`config.mk`:
```
export PLATFORM = sky130hd
export DESIGN_NAME = lgoc_gpio_ctrl
export DESIGN_NICKNAME = d
export VERILOG_FILES = /design/src/lgoc_pkg.sv /design/src/lgoc_gpio_ctrl.sv
export VERILOG_INCLUDE_DIRS = /design/src /design/src/src
export SDC_FILE = /design/constraint.sdc
export NUM_CORES = 1
export LEC_CHECK = 0
export BUFFER_PORTS_ARGS = -buffer_cell sky130_fd_sc_hd__buf_2
export CAP_MARGIN = 20
export CORE_ASPECT_RATIO = 0.75
export CORE_MARGIN = 2
export CORE_UTILIZATION = 54
export CTS_BUF_LIST = sky130_fd_sc_hd__clkbuf_8 sky130_fd_sc_hd__clkbuf_16
export CTS_CLUSTER_DIAMETER = 80
export DETAILED_ROUTE_END_ITERATION = 16
export PLACE_DENSITY = 0.86
export SYNTH_ARGS = -nofsm -noshare
export SYNTH_HDL_FRONTEND = slang
export SYNTH_SLANG_ARGS = --single-unit
```
`constraint.sdc`:
```
create_clock -name mclk -period 2.4 [get_ports mclk]
set_input_delay 0.36 -clock mclk [delete_from_list [all_inputs] [get_ports mclk]]
set_output_delay 0.36 -clock mclk [all_outputs]
set_load 0.02 [all_outputs]
```
`src/lgoc_cfg.svh`:
```
// offsets, reset values and widths for the channel output control block
`ifndef LGOC_CFG_SVH
`define LGOC_CFG_SVH

`define LGOC_ADDR_LVL_UPPER   8'h02
`define LGOC_ADDR_LVL_LOWER   8'h03
`define LGOC_ADDR_DIR_UPPER   8'h04
`define LGOC_ADDR_DIR_LOWER   8'h05
`define LGOC_ADDR_FSEL_UPPER  8'h12
`define LGOC_ADDR_FSEL_LOWER  8'h13
`define LGOC_ADDR_BREATH      8'h14

`define LGOC_UPPER_W          6
`define LGOC_LOWER_W          4
`define LGOC_BREATH_W         6
`define LGOC_CHAN_N           10

`define LGOC_DIR_UPPER_RST    6'h00
`define LGOC_DIR_LOWER_RST    4'h0
`define LGOC_FSEL_UPPER_RST   6'h3F
`define LGOC_FSEL_LOWER_RST   4'hF
`define LGOC_BREATH_RST       6'h00
`define LGOC_RD_UNMAPPED      8'h00

`endif

```
`src/lgoc_pkg.sv`:
```
// types shared by the channel output control block
package lgoc_pkg;

  // one register access from the serial interface front end
  typedef struct packed {
    logic       wr;
    logic       rd;
    logic [7:0] addr;
    logic [7:0] wdata;
  } lgoc_req_t;

  // ramp trigger pulses for the six breathing-capable channels
  typedef struct packed {
    logic [5:0] on;
    logic [5:0] off;
  } lgoc_fade_t;

endpackage

```
`src/lgoc_gpio_ctrl.sv`:
```
// channel output level, direction and ramp trigger logic for the ten driver channels
//
// Behaviour
// - upper level bits 5..2 drive channels nine..six low for 0, high for 1
// - channel five in gpio use: upper level bit 1 sets pin low/high
// - channel five led+breathing: bit 1 rise starts fade-on, fall starts fade-off
// - channel four in gpio use: upper level bit 0 sets pin low/high
// - channel four led+breathing: bit 0 rise triggers fade-on, fall fade-off
// - channels zero..three in gpio use: lower level bits 0..3 drive pins
// - channels zero..three led+breathing: lower bit rise fade-on, fall fade-off
// - upper direction bits 5..2: channels nine..six output for 0, input for 1
// - channel eight direction bit resets to 0, an output
// - channel five gpio use: direction bit 1 output for 0, input for 1
// - channel five led+breathing: direction bit 1 ramp for 0, flash for 1
// - channel four gpio use: direction bit 0 output/input, resets to 0
// - channel four led+breathing: direction bit 0 ramp for 0, flash for 1
// - function select 0 means led use, 1 gpio use; resets to 1
// - channels zero..three led+breathing: lower direction bit ramp 0, flash 1
`timescale 1ns/100ps
`include "lgoc_cfg.svh"

module lgoc_gpio_ctrl
  import lgoc_pkg::*;
(
  input  wire logic                     mclk,           // 20 MHz block clock
  input  wire logic                     rst_n,          // synchronous reset, active low
  input  wire lgoc_req_t                regReq,         // register access from serial front end
  output logic      [7:0]               regRdData,      // read data, valid cycle after rd
  input  wire logic                     addrSelPin0,    // address-select strap 0
  input  wire logic                     addrSelPin1,    // address-select strap 1
  output logic      [`LGOC_CHAN_N-1:0]  pinOut,         // per-channel pin level
  output logic      [`LGOC_CHAN_N-1:0]  pinOeN,         // per-channel drive enable, low drives
  output logic      [`LGOC_CHAN_N-1:0]  ledMode,        // channel handed to led driver
  output logic      [`LGOC_BREATH_W-1:0] flashSel,      // periodic flash chosen, per channel
  output lgoc_fade_t                    fade            // one-cycle ramp start pulses
);

  ////////////////////////////////////////////////////////////////////////////
  // register storage
  logic [`LGOC_UPPER_W-1:0]  lvlUpper;
  logic [`LGOC_LOWER_W-1:0]  lvlLower;
  logic [`LGOC_UPPER_W-1:0]  dirUpper;
  logic [`LGOC_LOWER_W-1:0]  dirLower;
  logic [`LGOC_UPPER_W-1:0]  fselUpper;
  logic [`LGOC_LOWER_W-1:0]  fselLower;
  logic [`LGOC_BREATH_W-1:0] breathEn;

  logic [`LGOC_CHAN_N-1:0]   levelVec;
  logic [`LGOC_CHAN_N-1:0]   dirVec;
  logic [`LGOC_CHAN_N-1:0]   fselVec;
  logic [`LGOC_BREATH_W-1:0] breathLed;
  logic                      wrLvlUpper;
  logic                      wrLvlLower;
  logic [`LGOC_BREATH_W-1:0] next_oldLvl;
  logic [`LGOC_BREATH_W-1:0] next_newLvl;
  logic [`LGOC_BREATH_W-1:0] next_hit;

  // channel-ordered views: lower bank holds channels 0..3, upper 4..9
  assign levelVec  = {lvlUpper, lvlLower};
  assign dirVec    = {dirUpper, dirLower};
  assign fselVec   = {fselUpper, fselLower};
  assign breathLed = breathEn & ~fselVec[`LGOC_BREATH_W-1:0];

  assign wrLvlUpper = regReq.wr && (regReq.addr == `LGOC_ADDR_LVL_UPPER);
  assign wrLvlLower = regReq.wr && (regReq.addr == `LGOC_ADDR_LVL_LOWER);

  ////////////////////////////////////////////////////////////////////////////
  // level registers; reset follows the straps, caught at the clock edge
  always_ff @(posedge mclk)
  begin
    if (!rst_n)
    begin
      lvlUpper <= {`LGOC_UPPER_W{addrSelPin1}};
      lvlLower <= {`LGOC_LOWER_W{addrSelPin0}};
    end
    else
    begin
      if (wrLvlUpper)
        lvlUpper <= regReq.wdata[`LGOC_UPPER_W-1:0];
      if (wrLvlLower)
        lvlLower <= regReq.wdata[`LGOC_LOWER_W-1:0];
    end
  end

  // direction / effect and mode registers; upper data bits are dropped
  always_ff @(posedge mclk)
  begin
    if (!rst_n)
    begin
      dirUpper  <= `LGOC_DIR_UPPER_RST;
      dirLower  <= `LGOC_DIR_LOWER_RST;
      fselUpper <= `LGOC_FSEL_UPPER_RST;
      fselLower <= `LGOC_FSEL_LOWER_RST;
      breathEn  <= `LGOC_BREATH_RST;
    end
    else if (regReq.wr)
    begin
      if (regReq.addr == `LGOC_ADDR_DIR_UPPER)
        dirUpper <= regReq.wdata[`LGOC_UPPER_W-1:0];
      else if (regReq.addr == `LGOC_ADDR_DIR_LOWER)
        dirLower <= regReq.wdata[`LGOC_LOWER_W-1:0];
      else if (regReq.addr == `LGOC_ADDR_FSEL_UPPER)
        fselUpper <= regReq.wdata[`LGOC_UPPER_W-1:0];
      else if (regReq.addr == `LGOC_ADDR_FSEL_LOWER)
        fselLower <= regReq.wdata[`LGOC_LOWER_W-1:0];
      else if (regReq.addr == `LGOC_ADDR_BREATH)
        breathEn <= regReq.wdata[`LGOC_BREATH_W-1:0];
    end
  end

  ////////////////////////////////////////////////////////////////////////////
  // read port; unmapped addresses answer zero
  always_ff @(posedge mclk)
  begin
    if (!rst_n)
      regRdData <= `LGOC_RD_UNMAPPED;
    else if (regReq.rd)
    begin
      if (regReq.addr == `LGOC_ADDR_LVL_UPPER)
        regRdData <= {2'h0, lvlUpper};
      else if (regReq.addr == `LGOC_ADDR_LVL_LOWER)
        regRdData <= {4'h0, lvlLower};
      else if (regReq.addr == `LGOC_ADDR_DIR_UPPER)
        regRdData <= {2'h0, dirUpper};
      else if (regReq.addr == `LGOC_ADDR_DIR_LOWER)
        regRdData <= {4'h0, dirLower};
      else if (regReq.addr == `LGOC_ADDR_FSEL_UPPER)
        regRdData <= {2'h0, fselUpper};
      else if (regReq.addr == `LGOC_ADDR_FSEL_LOWER)
        regRdData <= {4'h0, fselLower};
      else if (regReq.addr == `LGOC_ADDR_BREATH)
        regRdData <= {2'h0, breathEn};
      else
        regRdData <= `LGOC_RD_UNMAPPED;
    end
  end

  ////////////////////////////////////////////////////////////////////////////
  // ramp edge detect: old and new level of breathing channels 0..5
  always_comb
  begin
    next_oldLvl = levelVec[`LGOC_BREATH_W-1:0];
    next_newLvl = next_oldLvl;
    if (wrLvlLower)
      next_newLvl[3:0] = regReq.wdata[3:0];
    if (wrLvlUpper)
      next_newLvl[5:4] = regReq.wdata[1:0];
    // a rewrite of the same value is not an edge
    next_hit = (next_oldLvl ^ next_newLvl) & breathLed;
  end

  // pulses last one cycle; the timers outside latch them
  always_ff @(posedge mclk)
  begin
    if (!rst_n)
      fade <= '0;
    else
    begin
      fade.on  <= next_hit & next_newLvl;
      fade.off <= next_hit & ~next_newLvl;
    end
  end

  // effect select only means something in led use with breathing on
  always_ff @(posedge mclk)
  begin
    if (!rst_n)
      flashSel <= '0;
    else
      flashSel <= dirVec[`LGOC_BREATH_W-1:0] & breathLed;
  end

  ////////////////////////////////////////////////////////////////////////////
  // per-channel pin drive; led-use channels are left to the current sink
  for (genvar ch = 0; ch < `LGOC_CHAN_N; ch++)
  begin : g_chan
    always_ff @(posedge mclk)
    begin
      if (!rst_n)
      begin
        pinOut[ch]  <= 1'b0;
        pinOeN[ch]  <= 1'b1;
        ledMode[ch] <= 1'b0;
      end
      else
      begin
        pinOut[ch]  <= fselVec[ch] & levelVec[ch];
        pinOeN[ch]  <= ~(fselVec[ch] & ~dirVec[ch]);
        ledMode[ch] <= ~fselVec[ch];
      end
    end
  end

  ////////////////////////////////////////////////////////////////////////////
  // checks
  a_pin_level: assert property (@(posedge mclk) disable iff (!rst_n)
    $past(rst_n) |-> pinOut == $past(levelVec & fselVec))
    else $error("pin level does not follow level register");

  a_pin_dir: assert property (@(posedge mclk) disable iff (!rst_n)
    $past(rst_n) |-> pinOeN == $past(~(fselVec & ~dirVec)))
    else $error("pin drive enable does not follow direction");

  a_fade_rise: assert property (@(posedge mclk) disable iff (!rst_n)
    wrLvlUpper && !lvlUpper[0] && regReq.wdata[0] && !fselUpper[0] && breathEn[4]
    |=> fade.on[4] && !fade.off[4])
    else $error("channel four fade-on missing");

  a_fade_fall: assert property (@(posedge mclk) disable iff (!rst_n)
    wrLvlLower && lvlLower[0] && !regReq.wdata[0] && !fselLower[0] && breathEn[0]
    |=> fade.off[0] ##1 !fade.off[0])
    else $error("channel zero fade-off missing or long");

  a_fade_quiet: assert property (@(posedge mclk) disable iff (!rst_n)
    !regReq.wr |=> fade.on == 6'h00 && fade.off == 6'h00)
    else $error("ramp pulse without a write");

  a_effect_sel: assert property (@(posedge mclk) disable iff (!rst_n)
    $past(rst_n) |-> flashSel == $past(dirVec[5:0] & breathEn & ~fselVec[5:0]))
    else $error("effect select wrong");

  a_reset_vals: assert property (@(posedge mclk)
    !rst_n |=> dirUpper == 6'h00 && fselVec == 10'h3FF && pinOeN == 10'h3FF)
    else $error("reset values wrong");

  a_strap_reset: assert property (@(posedge mclk)
    !rst_n |=> lvlUpper == {6{$past(addrSelPin1)}} && lvlLower == {4{$past(addrSelPin0)}})
    else $error("level reset does not follow straps");

  a_unused_zero: assert property (@(posedge mclk) disable iff (!rst_n)
    regReq.rd && regReq.addr == `LGOC_ADDR_LVL_LOWER |=> regRdData[7:4] == 4'h0)
    else $error("unused bits read nonzero");

endmodule // lgoc_gpio_ctrl

```
==> results.md <==
* I/O pin count at 78
* Post-layout min period at 1.675 ns
* Final Hold Vio Count at 0
* Peak supply drop at 377.3 µV
* Ys async rst share at 0%
* Worst-Margin Slew at 0.5513 ns
* Slowest CP cell: or4b_2
* RSZ-0062 raised after global routing: false
* Initial Util at 55.20%
* Total setup buffers inserted after CTS at 0
* Worst skew pair latency at 0.36 ns
* FF/Latch Area at 1862 µm²
* Clock tree sinks at 90
* Top post-synthesis cells by area: dfxtp_1 49%, mux2i_1 9.6%, edfxtp_1 5.2%
* FMAX at 597.0 MHz
* Inst Count DP at 480
* DR iter-0 viols at 247
* Status: complete, no violations
* Crit path DAT at 1.95 ns
* Util after Layout at 66.24%
* Worst slack, placed at 0.3672 ns
* # hold bufs at CTS at 0
* Largest net degree at the start of global routing at 36
* Area occupied by multi-input gates at 1481 µm²
* Buf/Inv on CP at 1
* Post-synth cell types at 43
* Top cell type's share of synthesized area at 48.70%
* First-pass GRT wire length at 13,210 µm
* Met2 usage at 37.96%
* GR Layer Usage met3 at 7.897%
* Clock buffer depth at 2
* CP startpoint kind: input port
* GRT Resource Usage Total at 25.37%
* HP Class: input port to flip-flop
* Leakage dissipation at 1.927 nW
* Final Non-Filler Cells at 496
* Synth warnings at 0
* Antenna cells at 0
* Fill cell count at 537
* Drt total wl at 8520 µm
* Vias at 2,906
* Die width at 96.34 µm
* Setup TNS at 0 ns
* Layout cells sized above 1 at 26.75%
* I/O Buffers at 73
* Final period util at 69.79%
* Number of synthesized flops with an enable pin at 6
* CP Cell Sequence: buf_2, or4b_2, nor2_1, a32oi_1, o31ai_1
* Worst-path clk slew at 0.08 ns
* Cell taking the most area after synthesis: dfxtp_1
* # resized after CTS at 0
* Drt pass-1 iters at 5
* CTS tree: done
* Antenna violations before repair at 0
* Most common cell after layout, fill and taps aside: dfxtp_1
* Die H at 73.26 µm
* Syn avg cell area at 10.40 µm²
* CTS Buf Count at 9
* FP Rows at 25
* Crit path setup slack, layout at 0.7250 ns
* Final Wtd Congestion at 0.9214
* Post-placement cell area at 3926 µm²
* Final setup fails at 0
* Ys flop type: dfxtp_1
* H-tree depth at 3
* Crit. End Element: flip-flop
* Area Overhead vs Synth at 20.00%
* Crit-path leading delay family: simple AND/OR/NAND/NOR gates
* Critical path class: input port to flip-flop
* Max-cap violations at 0
* Global route total overflow at 0
* WP data required at 2.68 ns
* Mapped cell area at 3453 µm²
* Cell area after layout at 4144 µm²
* Seq/Total Area, Yosys at 53.91%
* Die Footprint at 7057 µm²
* Vias per cell at 5.859
* Core area at 6256 µm²
* Routed Antenna Nets at 0
* Critical Path Max Stage Delay at 0.71 ns
* Root Driver: clkbuf_8
* PnR Total Power at 2.922 mW
* GR Layer Usage met1 at 34.04%
* Nets at 432
* PwrDens at 705.1 nW/µm²
* GRT Max-Usage Layer: met2
* Slew headroom at 62.97%
* Detailed placer's ending HPWL at 5819 µm
* Most frequent cells in the layout: 84 x dfxtp_1, 73 x buf_2, 33 x mux2i_1
* Fin. max-slew vios at 0
* Gate Count Post-Synth at 332
* Worst hold slack at 0.2631 ns
* Crit Path Max Fanout at 6
* WL per Instance at 17.18 µm
* Clock skew at 0.003520 ns
* #FFs+latches synth at 90
* Vias in the first global route at 2,672
* Drt drc at 0
==> synth_stat cells, types with 2 or more instances <==
library cell and instances:
a21oi_1 6, nand2_1 32, nand3_1 7, a22o_1 4, nor2b_1 9, nor4b_4 2
nand3b_1 9, o31ai_1 2, clkbuf_1 11, and3b_1 2, mux2_2 3, a211oi_1 3
buf_2 4, dfxtp_1 84, nor4_4 2, mux2i_1 33, nand4_1 3, o21ai_0 5
buf_4 4, or4_1 2, nor2_1 29, nor3b_1 14, nand2b_1 10, edfxtp_1 6
a31oi_1 4, o22ai_1 2, a32oi_1 4, nor3_1 2, and3_1 16, inv_1 5
==> metal layers <==
| layer | wire [µm] | vias to the layer above |
|---|---|---|
| met5 | 0 | - |
| met4 | 217 | 0 |
| met3 | 886 | 29 |
| met2 | 3861 | 162 |
| met1 | 3554 | 1389 |
| li1 | - | 1326 |
==> layout make-up <==
| class | instances | share of cell area, % |
|---|---|---|
| clock inverter | 7 | 2.264 |
| multi-input combinational | 218 | 35.75 |
| timing repair buffer | 86 | 11.17 |
| sequential | 90 | 44.93 |
| tap | 81 | 2.446 |
| clock buffer | 9 | 2.989 |
| inverter | 5 | 0.4529 |
==> worst paths after layout <==
kind / startpoint / endpoint / slack (ns) / cells past startpoint
setup / recovery: regReq[13] / regRdData[1] / 0.72 / 5
hold / removal: regReq[4] / fselUpper[4] / 0.26 / 3
hold reg to reg: fselUpper[3] / pinOeN[7] / 0.47 / 1
setup reg to reg: breathEn[5] / regRdData[5] / 1.11 / 4
==> power by group <==
group          switching (mW)  total, mW  internal [mW]  leakage (nW)
clock network           0.530       1.12          0.586         0.111
registers              0.0239       1.58           1.55         0.744
logic                   0.150      0.230         0.0797          1.07
==> worst register-to-register path, cell delays in order (launching register included) <==
cell     delay [ns]
dfxtp_1        0.42
mux2_2         0.20
a32oi_1        0.07
or4_1          0.41
a21oi_1        0.12
==> state kept, by name (all words and copies together) (netlist names) <==
| signal | count |
|---|---|
| dirLower | 4 |
| flashSel | 6 |
| dirUpper | 6 |
| fselLower | 4 |
| breathEn | 6 |
| lvlLower | 4 |
| regRdData | 6 |
| fade | 12 |
| pinOeN | 10 |
| lvlUpper | 6 |
| fselUpper | 6 |
| pinOut | 10 |
| ledMode | 10 |
==> cells by family after synthesis <==
family,Yosys count,share of synthesized area [%]
compound gates,34,6.739
flops,90,53.91
mux,36,10.54
simple gates,146,25.40
other cells,1,0.1086
buf+inv,25,3.297
Note: power is estimated with default switching activity, not from simulation.
